--- config.mk ---
export PLATFORM = sky130hd
export DESIGN_NAME = tlvp_parser
export DESIGN_NICKNAME = d
export VERILOG_FILES = /design/src/tlvp_pkg.sv /design/src/tlvp_nest_stack.sv /design/src/tlvp_parser.sv /design/src/tlvp_tag_class.sv
export SDC_FILE = /design/constraint.sdc
export NUM_CORES = 1
export LEC_CHECK = 0
export BUFFER_PORTS_ARGS = -buffer_cell sky130_fd_sc_hd__buf_2
export CORE_MARGIN = 3
export CORE_UTILIZATION = 60
export CTS_CLUSTER_SIZE = 16
export DETAILED_ROUTE_END_ITERATION = 12
export GPL_ROUTABILITY_DRIVEN = 0
export PLACE_DENSITY = 0.89
export SLEW_MARGIN = 25
export SYNTH_ARGS = -nofsm -noshare
export SYNTH_HDL_FRONTEND = slang
export SYNTH_HIERARCHICAL = 1
export SYNTH_SLANG_ARGS = --single-unit
--- constraint.sdc ---
create_clock -name clock -period 5.8 [get_ports clock]
set_clock_uncertainty 0.15 [all_clocks]
set_input_delay 0 -clock clock [delete_from_list [all_inputs] [get_ports clock]]
set_output_delay 0 -clock clock [all_outputs]
set_load 0.02 [all_outputs]
--- src/tlvp_pkg.sv ---
// Purpose: shared constants and types for the tag-length-value parser
// Assumes: byte-wide input stream, single clock
// Notes: class codes, tag ranges and size limits live here
package tlvp_pkg;
	localparam int TLVP_MAX_DEPTH = 4;
	localparam logic [1:0] TLVP_CLASS_UNIV = 2'h0;
	localparam logic [1:0] TLVP_CLASS_APPL = 2'h1;
	localparam logic [1:0] TLVP_CLASS_CTX = 2'h2;
	localparam logic [1:0] TLVP_CLASS_PRIV = 2'h3;
	localparam logic [4:0] TLVP_TAG_EXT = 5'h1F;
	localparam int TLVP_CLASS_HI = 7;
	localparam int TLVP_CLASS_LO = 6;
	localparam int TLVP_CONS_BIT = 5;
	localparam int TLVP_MORE_BIT = 7;
	localparam logic [2:0] TLVP_MAX_LEN_BYTES = 3'h2;
	localparam logic [7:0] TLVP_TMPL_A = 8'h61;
	localparam logic [7:0] TLVP_TMPL_B = 8'h6F;
	localparam logic [7:0] TLVP_BAD_78 = 8'h78;
	localparam logic [7:0] TLVP_BAD_79 = 8'h79;
	localparam logic [7:0] TLVP_BAD_7D = 8'h7D;
	localparam logic [7:0] TLVP_BAD_7E = 8'h7E;
	localparam logic [15:0] TLVP_SPEC1_LO = 16'h0080;
	localparam logic [15:0] TLVP_SPEC1_HI = 16'h009E;
	localparam logic [15:0] TLVP_SPEC2_LO = 16'h9F00;
	localparam logic [15:0] TLVP_SPEC2_HI = 16'h9F4F;
	localparam logic [15:0] TLVP_PAY_LO = 16'h9F50;
	localparam logic [15:0] TLVP_PAY_HI = 16'h9F7F;
	localparam logic [15:0] TLVP_ZERO16 = 16'h0000;
	localparam logic [15:0] TLVP_ONE16 = 16'h0001;

	// reservation class of a completed tag
	typedef enum logic [2:0]
	{
		TLVP_RES_NONE = 3'h0,
		TLVP_RES_SPEC = 3'h1,
		TLVP_RES_PAY = 3'h2,
		TLVP_RES_UNUSED = 3'h3,
		TLVP_RES_ISO = 3'h4
	} tlvp_res_t;

	// header of one decoded object
	typedef struct packed
	{
		logic [15:0] tag;
		logic [1:0] cls;
		logic constructed;
		logic opaque;
		tlvp_res_t res;
		logic [15:0] length;
		logic [3:0] depth;
	} tlvp_hdr_t;

	// one value byte going downstream
	typedef struct packed
	{
		logic [7:0] data;
		logic last;
	} tlvp_beat_t;
endpackage

--- src/tlvp_nest_stack.sv ---
// Purpose: remaining-byte counters for open templates
// Assumes: one consume per accepted byte at most
// Notes: all levels count down together on each consumed byte
`timescale 1ns/1ps
module tlvp_nest_stack
	import tlvp_pkg::*;
#(
	parameter int DEPTH = TLVP_MAX_DEPTH
)
(
	input wire logic clock,
	input wire logic arst_n,
	input wire logic consume,
	input wire logic push,
	input wire logic [15:0] push_len,
	output logic [3:0] level,
	output logic top_zero,
	output logic full,
	output logic overrun
);
	logic [15:0] remain [DEPTH];
	logic [3:0] next_level;
	logic [3:0] pops;
	int i;

	// count of levels that close after this byte
	always_comb
	begin
		pops = 4'h0;
		for (i = 0; i < DEPTH; i++)
			if (4'(i) < level && consume && remain[i] == TLVP_ONE16)
				pops = pops + 4'h1;
		next_level = level - pops + {3'h0, push};
	end

	// per-level countdown, new level loaded on push
	always_ff @(posedge clock or negedge arst_n)
	begin
		if (!arst_n)
			for (int k = 0; k < DEPTH; k++)
				remain[k] <= TLVP_ZERO16;
		else
			for (int k = 0; k < DEPTH; k++)
				if (push && 4'(k) == level - pops)
					remain[k] <= push_len;
				else if (consume && 4'(k) < level && remain[k] != TLVP_ZERO16)
					remain[k] <= remain[k] - TLVP_ONE16;
	end

	// depth register
	always_ff @(posedge clock or negedge arst_n)
	begin
		if (!arst_n)
			level <= 4'h0;
		else
			level <= next_level;
	end

	assign top_zero = (level == 4'h0);
	assign full = (level == 4'(DEPTH));
	// a child longer than its parent's remaining bytes
	always_comb
	begin
		overrun = 1'b0;
		for (int k = 0; k < DEPTH; k++)
			if (4'(k) < level && push_len > remain[k] - 16'(consume))
				overrun = 1'b1;
	end
endmodule // tlvp_nest_stack

--- src/tlvp_parser.sv ---
// Purpose: stream parser for tag-length-value data objects
// Assumes: upstream byte source on the same clock, valid/ready handshake
// Notes: headers go out on hdr_valid, value bytes on val_valid with last marker
`timescale 1ns/1ps
module tlvp_parser
	import tlvp_pkg::*;
#(
	parameter int DEPTH = TLVP_MAX_DEPTH
)
(
	input wire logic clock,
	input wire logic arst_n,
	input wire logic in_valid,
	input wire logic [7:0] in_data,
	output logic in_ready,
	output logic hdr_valid,
	output tlvp_hdr_t hdr,
	output logic val_valid,
	output tlvp_beat_t val,
	output logic obj_end,
	output logic err_tag_long,
	output logic err_len_long,
	output logic err_overrun,
	output logic err_flag,
	output logic unexpected_tag
);
	typedef enum logic [5:0]
	{
		ST_TAG1 = 6'h01,
		ST_TAG2 = 6'h02,
		ST_LEN1 = 6'h04,
		ST_LENX = 6'h08,
		ST_VAL = 6'h10,
		ST_ERR = 6'h20
	} tlvp_state_t;

	tlvp_state_t state;
	tlvp_state_t next_state;
	logic take;
	logic [7:0] tag_hi;
	logic [15:0] tag_full;
	logic two_byte;
	logic cons;
	logic [1:0] cls;
	logic [1:0] len_left;
	logic [15:0] len_acc;
	logic [15:0] val_left;
	logic [15:0] fin_len;
	logic fin_hdr;
	logic descend;
	logic st_consume;
	logic st_push;
	logic [3:0] st_level;
	logic st_top_zero;
	logic st_full;
	logic st_overrun;
	tlvp_res_t res;
	logic is_tmpl;
	logic next_err_tag;
	logic next_err_len;

	assign take = in_valid && in_ready;

	// tag range checks
	tlvp_tag_class u_class
	(
		.tag(tag_full),
		.two_byte(two_byte),
		.constructed(cons),
		.res(res),
		.is_template(is_tmpl)
	);

	// lengths of open templates
	tlvp_nest_stack #(.DEPTH(DEPTH)) u_stack
	(
		.clock(clock),
		.arst_n(arst_n),
		.consume(take),
		.push(st_push),
		.push_len(fin_len),
		.level(st_level),
		.top_zero(st_top_zero),
		.full(st_full),
		.overrun(st_overrun)
	);

	// header completion and length result
	always_comb
	begin
		fin_hdr = 1'b0;
		fin_len = len_acc;
		next_err_tag = 1'b0;
		next_err_len = 1'b0;
		if (take && state == ST_LEN1 && !in_data[TLVP_MORE_BIT])
		begin
			fin_hdr = 1'b1;
			fin_len = {9'h000, in_data[6:0]};
		end
		else if (take && state == ST_LEN1 && in_data[TLVP_MORE_BIT])
		begin
			// more than two following bytes cannot fit three-byte limit
			if (in_data[6:0] > {4'h0, TLVP_MAX_LEN_BYTES} || in_data[6:0] == 7'h00)
				next_err_len = 1'b1;
		end
		else if (take && state == ST_LENX && len_left == 2'h1)
		begin
			fin_hdr = 1'b1;
			fin_len = {len_acc[7:0], in_data};
		end
		if (take && state == ST_TAG2 && (in_data[TLVP_MORE_BIT] || in_data[6:0] == 7'h00))
			next_err_tag = 1'b1;
	end

	// descend into constructed, non-private objects with a value
	assign descend = fin_hdr && (cons || is_tmpl) && cls != TLVP_CLASS_PRIV &&
		fin_len != TLVP_ZERO16;
	assign st_push = descend && !st_full;
	assign st_consume = take;

	// next state
	always_comb
	begin
		next_state = state;
		case (state)
			ST_TAG1:
				if (take)
					next_state = (in_data[4:0] == TLVP_TAG_EXT) ? ST_TAG2 : ST_LEN1;
			ST_TAG2:
				if (take)
					next_state = next_err_tag ? ST_ERR : ST_LEN1;
			ST_LEN1:
				if (next_err_len)
					next_state = ST_ERR;
				else if (take && in_data[TLVP_MORE_BIT])
					next_state = ST_LENX;
				else if (take)
					next_state = (descend || fin_len == TLVP_ZERO16) ? ST_TAG1 : ST_VAL;
			ST_LENX:
				if (take && len_left == 2'h1)
					next_state = (descend || fin_len == TLVP_ZERO16) ? ST_TAG1 : ST_VAL;
			ST_VAL:
				if (take && val_left == TLVP_ONE16)
					next_state = ST_TAG1;
			ST_ERR:
				next_state = ST_ERR;
			default:
				next_state = ST_ERR;
		endcase
		if (fin_hdr && (st_overrun || (descend && st_full)))
			next_state = ST_ERR;
	end

	// state register
	always_ff @(posedge clock or negedge arst_n)
	begin
		if (!arst_n)
			state <= ST_TAG1;
		else
			state <= next_state;
	end

	// tag capture
	always_ff @(posedge clock or negedge arst_n)
	begin
		if (!arst_n)
		begin
			tag_hi <= 8'h00;
			tag_full <= TLVP_ZERO16;
			two_byte <= 1'b0;
			cons <= 1'b0;
			cls <= TLVP_CLASS_UNIV;
		end
		else if (take && state == ST_TAG1)
		begin
			tag_hi <= in_data;
			tag_full <= {8'h00, in_data};
			two_byte <= 1'b0;
			cons <= in_data[TLVP_CONS_BIT];
			cls <= {in_data[TLVP_CLASS_HI], in_data[TLVP_CLASS_LO]};
		end
		else if (take && state == ST_TAG2)
		begin
			tag_full <= {tag_hi, in_data};
			two_byte <= 1'b1;
		end
	end

	// length accumulation
	always_ff @(posedge clock or negedge arst_n)
	begin
		if (!arst_n)
		begin
			len_left <= 2'h0;
			len_acc <= TLVP_ZERO16;
		end
		else if (take && state == ST_LEN1)
		begin
			len_left <= in_data[1:0];
			len_acc <= TLVP_ZERO16;
		end
		else if (take && state == ST_LENX)
		begin
			len_left <= len_left - 2'h1;
			len_acc <= {len_acc[7:0], in_data};
		end
	end

	// value byte counter
	always_ff @(posedge clock or negedge arst_n)
	begin
		if (!arst_n)
			val_left <= TLVP_ZERO16;
		else if (fin_hdr)
			val_left <= fin_len;
		else if (take && state == ST_VAL)
			val_left <= val_left - TLVP_ONE16;
	end

	// input acceptance; halted after an error
	always_ff @(posedge clock or negedge arst_n)
	begin
		if (!arst_n)
			in_ready <= 1'b0;
		else
			in_ready <= (next_state != ST_ERR);
	end

	// header strobe
	always_ff @(posedge clock or negedge arst_n)
	begin
		if (!arst_n)
		begin
			hdr_valid <= 1'b0;
			hdr <= '0;
			unexpected_tag <= 1'b0;
		end
		else
		begin
			hdr_valid <= fin_hdr;
			if (fin_hdr)
			begin
				hdr.tag <= tag_full;
				hdr.cls <= cls;
				hdr.constructed <= cons || is_tmpl;
				hdr.opaque <= (cls == TLVP_CLASS_PRIV);
				hdr.res <= res;
				hdr.length <= fin_len;
				hdr.depth <= st_level;
				unexpected_tag <= (res == TLVP_RES_UNUSED);
			end
		end
	end

	// value bytes with end marker
	always_ff @(posedge clock or negedge arst_n)
	begin
		if (!arst_n)
		begin
			val_valid <= 1'b0;
			val <= '0;
			obj_end <= 1'b0;
		end
		else
		begin
			val_valid <= take && state == ST_VAL;
			val.data <= in_data;
			val.last <= take && state == ST_VAL && val_left == TLVP_ONE16;
			// end of object: last value byte, header with no value bytes, or header that descends into a constructed object
			obj_end <= (take && state == ST_VAL && val_left == TLVP_ONE16) ||
				(fin_hdr && (fin_len == TLVP_ZERO16 || descend));
		end
	end

	// sticky error flags, cleared only by reset
	always_ff @(posedge clock or negedge arst_n)
	begin
		if (!arst_n)
		begin
			err_tag_long <= 1'b0;
			err_len_long <= 1'b0;
			err_overrun <= 1'b0;
			err_flag <= 1'b0;
		end
		else
		begin
			if (next_err_tag)
				err_tag_long <= 1'b1;
			if (next_err_len)
				err_len_long <= 1'b1;
			if (fin_hdr && (st_overrun || (descend && st_full)))
				err_overrun <= 1'b1;
			if (next_state == ST_ERR)
				err_flag <= 1'b1;
		end
	end
endmodule // tlvp_parser

--- src/tlvp_tag_class.sv ---
// Purpose: classify a completed tag against the reserved ranges
// Assumes: tag right-aligned, one-byte tags in the low byte
// Notes: purely combinational
`timescale 1ns/1ps
module tlvp_tag_class
	import tlvp_pkg::*;
(
	input wire logic [15:0] tag,
	input wire logic two_byte,
	input wire logic constructed,
	output tlvp_res_t res,
	output logic is_template
);
	// range lookup for the finished tag
	always_comb
	begin
		res = TLVP_RES_NONE;
		is_template = 1'b0;
		if (!two_byte && (tag[7:0] == TLVP_TMPL_A || tag[7:0] == TLVP_TMPL_B))
		begin
			res = TLVP_RES_ISO;
			is_template = 1'b1;
		end
		else if (!two_byte && (tag[7:0] == TLVP_BAD_78 || tag[7:0] == TLVP_BAD_79 ||
			tag[7:0] == TLVP_BAD_7D || tag[7:0] == TLVP_BAD_7E))
			res = TLVP_RES_UNUSED;
		else if (!constructed && !two_byte && tag >= TLVP_SPEC1_LO && tag <= TLVP_SPEC1_HI)
			res = TLVP_RES_SPEC;
		else if (!constructed && two_byte && tag >= TLVP_SPEC2_LO && tag <= TLVP_SPEC2_HI)
			res = TLVP_RES_SPEC;
		else if (!constructed && two_byte && tag >= TLVP_PAY_LO && tag <= TLVP_PAY_HI)
			res = TLVP_RES_PAY;
	end
endmodule // tlvp_tag_class
### Word level (Yosys, flattened, before mapping)

Cells that the tools add are included.

| word-level totals | value |
|---|---|
| register bits | 197 |
| logic and storage cells | 223 |
| output and inout port bits | 61 |
| input bits | 11 |

| cells by class | value |
|---|---|
| $add $sub $neg | 15 |
| equal/unequal tests | 27 |
| $lt $le $gt $ge | 15 |
| reduce and logical (&&, ||, !) cells | 80 |
| multiplexer cells | 54 |

Operators by type and width:

| operator | count |
|---|---|
| 16-bit 2-to-1 mux | 17 |
| 16-bit by 1-bit equality test with 1-bit output, second input constant | 5 |
| 16-bit nonzero test | 5 |
| 16-bit by 1-bit subtractor with 16-bit output, second input constant | 5 |
| 16-bit > comparator | 4 |
| 16-bit by 1-bit subtractor with 16-bit output | 4 |
| 6-bit 2-to-1 mux | 9 |
| 1-bit logical AND | 51 |
| 8-bit by 7-bit equality test with 1-bit output, second input constant | 6 |
| 16-bit greater-or-equal comparator, second input constant | 2 |
| 16-bit <= comparator, second input constant | 2 |
| 6-bit case mux with 5 select lines | 1 |
| 16-bit by 8-bit greater-or-equal comparator with 1-bit output, second input constant | 1 |
| 16-bit by 8-bit <= comparator with 1-bit output, second input constant | 1 |
| 16-bit zero test | 1 |
| 1-bit 2-to-1 mux | 15 |
| 3-bit 2-to-1 mux | 5 |
| 2-bit nonzero test | 7 |
| 4-bit 2-to-1 mux | 3 |
| 1-bit logical OR | 10 |
| 4-bit by 1-bit adder with 4-bit output, second input constant | 2 |
| 2-bit by 4-bit equality test with 1-bit output, first input constant | 2 |
| 1-bit by 4-bit less-than comparator with 1-bit output, first input constant | 2 |
| 2-bit by 4-bit less-than comparator with 1-bit output, first input constant | 2 |
| 24 further kinds | 29 |

### Longest topological paths before layout

| logic depth | value |
|---|---|
| depth after elaboration | 17 |
| mapped depth | 20 |
| mapped depth without buffers | 19 |

### Hierarchy

The synthesis kept the hierarchy.

Modules (own cells, without submodules):

| module | cells an instance | times used | area each (um^2) | seq. area each (um^2) |
|---|---|---|---|---|
| tlvp_nest_stack | 798 | 1 | 6513.7 | 1701.6 |
| tlvp_parser | 556 | 1 | 5310.1 | 3154.3 |
| tlvp_tag_class | 26 | 1 | 181.4 | 0.0 |

### Worst setup path before layout

OpenSTA, ideal clock, no wires.

| path | value |
|---|---|
| path type | register -> register |
| start point | reg in_ready |
| end point | reg u_stack/remain[40] (netlist name) |
| clock period less this slack | 4.792 ns |
| path buffers | 2 |
| cell stages (with the launch flop) | 20 |
| library setup time | 0.119 ns |
| required time | 5.531 ns |
| arrival | 4.523 ns |
| setup slack | 1.008 ns |
| cell sequence | dfrtp_1 -> nand2_1 -> inv_2 -> buf_1 -> o31a_1 -> nand4_1 -> or2_2 -> inv_1 -> ha_1 -> xor2_1 -> ha_1 -> mux2i_1 -> ha_1 -> nor2b_1 -> o21a_1 -> or3_1 -> nand4b_1 -> clkbuf_1 -> o311ai_0 -> o21a_1 |

| on the way | value |
|---|---|
| word-level cells in the longest chain between the ends | 14 |
| elaborated cells between the ends (all ways) | 38 |
| those cells by class | add/sub (4); eq/ne (1); mux (11); reduce/logical (22) |

RTL lines:

| what | line | text |
|---|---|---|
| start, declared | tlvp_parser.sv:15 | `output logic in_ready,` |
| start signal, assigned | tlvp_parser.sv:226 | `in_ready <= (next_state != ST_ERR);` |
| 1-bit logical AND * | tlvp_parser.sv:62 | `assign take = in_valid && in_ready;` |
| via st_consume | tlvp_parser.sv:51 | `logic st_consume;` |
| 1-bit logical AND (2 in series) | tlvp_nest_stack.sv:31 | `if (4'(i) < level && consume && remain[i] == TLVP_ONE16)` |
| 1-bit 2-to-1 mux | tlvp_nest_stack.sv:31 |  |
| 1-bit by 1-bit adder with 2-bit output | tlvp_nest_stack.sv:32 | `pops = pops + 4'h1;` |
| 4-bit 2-to-1 mux | tlvp_nest_stack.sv:31 |  |
| 4-bit by 1-bit adder with 4-bit output | tlvp_nest_stack.sv:32 |  |
| 4-bit 2-to-1 mux | tlvp_nest_stack.sv:31 |  |
| 4-bit by 1-bit adder with 4-bit output | tlvp_nest_stack.sv:32 |  |
| 4-bit 2-to-1 mux | tlvp_nest_stack.sv:31 |  |
| 4-bit subtractor | tlvp_nest_stack.sv:44 | `if (push && 4'(k) == level - pops)` |
| 1-bit by 4-bit equality test with 1-bit output | tlvp_nest_stack.sv:44 |  |
| 1-bit logical AND | tlvp_nest_stack.sv:44 |  |
| 16-bit 2-to-1 mux / 2-bit nonzero test (equally long branches) | -- |  |
| end signal, assigned by index | tlvp_nest_stack.sv:45 | `remain[k] <= push_len;` |
| end signal, assigned by index | tlvp_nest_stack.sv:47 | `remain[k] <= remain[k] - TLVP_ONE16;` |
| end, declared | tlvp_nest_stack.sv:21 | `logic [15:0] remain [DEPTH];` |

Mark *: on every way through the listed nets, which the timed path passes. The rest lies on a longest branch.
A chain may end at the register's enable or synchronous reset.

### Worst setup path after layout

| path | value |
|---|---|
| start point | reg state[0] |
| end point | reg err_flag |

| on the way | value |
|---|---|
| elaborated cells between the ends (all ways) | 54 |
| those cells by class | order compare (4); eq/ne (6); mux (24); reduce/logical (20) |

RTL lines:

| what | line | text |
|---|---|---|
| start, declared | tlvp_parser.sv:37 | `tlvp_state_t state;` |
| start signal, assigned | tlvp_parser.sv:160 | `state <= next_state;` |
| 6-bit by 4-bit equality test with 1-bit output | tlvp_parser.sv:106 | `else if (take && state == ST_LENX && len_left == 2'h1)` |
| 1-bit logical AND (2 in series) | tlvp_parser.sv:106 |  |
| 16-bit 2-to-1 mux | tlvp_parser.sv:106 |  |
| 16-bit 2-to-1 mux | tlvp_parser.sv:100 | `else if (take && state == ST_LEN1 && in_data[TLVP_MORE_BIT])` |
| 16-bit 2-to-1 mux * | tlvp_parser.sv:95 | `if (take && state == ST_LEN1 && !in_data[TLVP_MORE_BIT])` |
| via fin_len[10] | tlvp_parser.sv:48 | `logic [15:0] fin_len;` |
| 16-bit > comparator | tlvp_nest_stack.sv:66 | `if (4'(k) < level && push_len > remain[k] - 16'(consume))` |
| 1-bit logical AND | tlvp_nest_stack.sv:66 |  |
| 1-bit 2-to-1 mux (3 in series) | tlvp_nest_stack.sv:66 |  |
| 1-bit 2-to-1 mux * | tlvp_nest_stack.sv:66 |  |
| via st_overrun | tlvp_parser.sv:56 | `logic st_overrun;` |
| 1-bit logical OR * | tlvp_parser.sv:150 | `if (fin_hdr && (st_overrun \|\| (descend && st_full)))` |
| 1-bit logical AND * | tlvp_parser.sv:150 |  |
| 6-bit 2-to-1 mux * | tlvp_parser.sv:150 |  |
| 6-bit equality test * | tlvp_parser.sv:293 | `if (next_state == ST_ERR)` |
| end signal, assigned | tlvp_parser.sv:283 | `err_flag <= 1'b0;` |
| end signal, assigned | tlvp_parser.sv:294 | `err_flag <= 1'b1;` |
| end, declared | tlvp_parser.sv:24 | `output logic err_flag,` |

Marked as above.

==> metrics.yaml <==
run_status:
  status: "complete, no violations"
power_and_ir_drop:
  clkPwrFrac_pct: 47.0
  vdd_drop_max_v: 0.000208
  power.internal_mw: 1.97
  p_switching_mw: 0.692
  p_comb_share_pct: 2.2
  finalPower_mw: 2.67
  power_leakage_nw: 6.77
  power_density_nw_per_um2: 198
  p_sw_share_pct: 25.9
  seqPwrFrac_pct: 50.8
floorplanning:
  die_w_um: 147
  pin_count: 72
  rows: 51
  start_util_pct: 61.3
  coreArea_um2: 19600
  die_y_um: 147
  die_area_um2: 21700
synthesis:
  synth_nets: 1486
  async_flop_share_pct: 100
  synth_edf_count: 0
  synth_area_um2: 12000
  syn_inst: 1380
  yosysUniqueCellTypes: 71
  synth_flop_cell: "dfrtp_1"
  yosysWarnings: 6
  ys_ff_latch: 194
  ys_seq_area_share_pct: 40.4
  synth.avg_cell_area_um2: 8.70
global_routing:
  grt_pass1_wl_um: 55400
  antenna_found_initial: 0
  overflow: 0
  grt_max_degree: 83
  grt_use_total_pct: 31.7
  grt_pass1_vias: 10800
cells_and_area:
  num_antenna_cells: 0
  nNetsFinal: 1554
  drive_gt1_share_pct: 10.9
  final_cells: 1726
  final_cell_mix: "nand2_1, dfrtp_1, nor2_1, a21oi_1, ha_1"
  final_common_cell: "nand2_1"
  syn_to_final_growth_pct: 11.9
  nFillCells: 1375
drt:
  drc: 0
  wl_per_cell_um: 20.1
  drtIter0Drc: 1636
  wl_um: 34700
  vias: 11300
  dr.pass1.iters: 7
  ant_nets: 0
  via_per_inst: 6.56
placement:
  dp_hpwl_um: 23500
  dp.cells: 1682
  place_ws_ns: 0.495
  portBuffers: 71
clock_tree:
  clk_pin_slew_worst_paths_ns: 0.08
  cts_buffers: 17
  clockRootBuffer: "clkbuf_16"
  cts_num_sinks: 194
  cts_resized: 0
  cts_tree: "yes"
  clock_latency_ns: 0.45
  clk_path_buf_depth: 2
  cts_max_level: 4
hold_path:
  min_path_type: "input port to flip-flop"
sta:
  rsz0062_at_grt: "false"
  whs_ns: 0.126
  fmax_ghz: 0.187
  hold_viol_final: 0
  setup_ws_ns: 0.449
  fin_crit_sh_pct: 92.3
  min_period_ns: 5.35
  maxSlewHeadroom_pct: 33.3
  drv_slew: 0
  timing_worst_slew_pin_value_ns: 0.999
  finalSetupViolCount: 0
  tns_ns: 0
critical_path:
  cp_data_arrival_time_ns: 5.53
  critPathCaptureType: "flip-flop"
  critPathKind: "flip-flop to flip-flop"
  crit_fanout: 10
  cp.required_ns: 5.98
  start_kind: "flip-flop"
job:
  maxCapViolations: 0
## cell type report
class	count	area [um2]	area share, %
clock inverters	15	219	1.63
clock buffers	17	425	3.17
multi-input cells	1082	6740	50.2
well taps	265	332	2.47
flip-flops and latches	194	4860	36.1
inverters	44	165	1.23
repair buffers	109	701	5.21
## layer usage
| layer | share of wire (%) | track usage [%] | vias to the layer above |
|---|---|---|---|
| li1 | - | - | 4946 |
| met1 | 37 | 40.7 | 5312 |
| met2 | 45 | 50.3 | 829 |
| met3 | 12 | 7.85 | 230 |
| met4 | 6.0 | 16.5 | 0 |
| met5 | 0 | 0 | - |
## cells in the mapped netlist (all sizes together) (5+ instances only)
master,instances,area share (%)
nand2,263,8.2
dfrtp,193,40
nor2,119,3.7
a21oi,101,4.2
ha,94,9.8
xnor2,82,6.0
o21ai,62,2.6
clkbuf,51,1.6
xor2,50,3.6
nor3,46,2.0
inv,43,1.3
nand3,39,1.7
nor4,38,2.1
nand4,27,1.4
or3,12,0.63
or4,12,0.84
and3,9,0.47
buf,9,0.55
o31ai,8,0.50
a21o,7,0.44
a22o,7,0.51
nand4b,7,0.51
nor2b,7,0.36
a31oi,6,0.31
nand2b,6,0.38
o211ai,6,0.38
or2,6,0.31
mux2,5,0.47
o22ai,5,0.26
## state kept, by name, summed over array words and instances, names as in the netlist, 2 cells and up
| signal | flops |
|---|---|
| u_stack/remain | 64 |
| len_acc | 16 |
| len_left | 2 |
| hdr | 43 |
| tag_hi | 8 |
| u_stack/level | 4 |
| state | 6 |
| tag_full | 16 |
| val_left | 16 |
| val | 9 |
## per-stage QoR
stage	instance area, um2	utilization, %
detailed placement	12600	64.5
global placement	12600	64.5
floorplan	12000	-
finish	13400	68.6
global route	13400	68.6
CTS	13400	68.5
## worst paths after layout
| path | start | endpoint | slack (ns) | depth (start not counted) |
|---|---|---|---|---|
| worst max-delay path | state[0]$_DFF_PN1_ | err_flag$_DFFE_PN0N_ | 0.45 | 18 |
| max in group asynchronous | arst_n | len_acc[4]$_DFFE_PN0P_ | 4.21 | 4 |
| worst min register to register | hdr[37]$_DFFE_PN0P_ | hdr[37]$_DFFE_PN0P_ | 0.32 | 2 |
| min in group asynchronous | arst_n | state[0]$_DFF_PN1_ | 0.53 | 3 |
| worst max register to register | state[0]$_DFF_PN1_ | err_flag$_DFFE_PN0N_ | 0.45 | 18 |
| worst min-delay path | in_data[6] | val[7]$_DFF_PN0_ | 0.13 | 2 |
## critical path: stages, from the launching register on
cell and delay [ns]:
dfstp_2 0.60, nor4_1 0.07, buf_4 0.17, nand2_1 0.19, nor2_1 0.11, nand2_1 0.37
nand2_1 0.10, a21oi_1 0.73, buf_4 0.27, ha_1 0.16, nand4_1 0.16, nor4_1 0.39
inv_1 0.11, o22ai_1 0.18, a21oi_1 0.09, or4_1 0.59, a22oi_2 0.25, nand3_2 0.15
or3_1 0.37
## power groups by stage
stage	combinational, mW	clock [mW]	sequential, mW
3_5_place_dp	0.0504	0	1.38
5_1_grt	0.0652	1.31	1.36
4_1_cts	0.0594	1.26	1.35
6_report	0.0594	1.25	1.35
2_1_floorplan	0.00325	0	1.39
3_3_place_gp	0.0501	0	1.38
## timing repair
action	CTS	global route
endpoints found under the hold margin	115	0
hold buffers	12	0
setup buffers	0	0
## kinds of logic (layout without fill, tap and decap cells)
group	Yosys count	after routing	synth area share (%)
simple gates	614	614	24.3
fa+ha+maj	95	95	9.96
xor+xnor	132	132	9.63
mux	7	7	0.636
flops	194	194	40.4
buf+inv	104	185	3.52
compound gates	234	234	11.5
No activity file was read; power rests on OpenSTA's default activity.
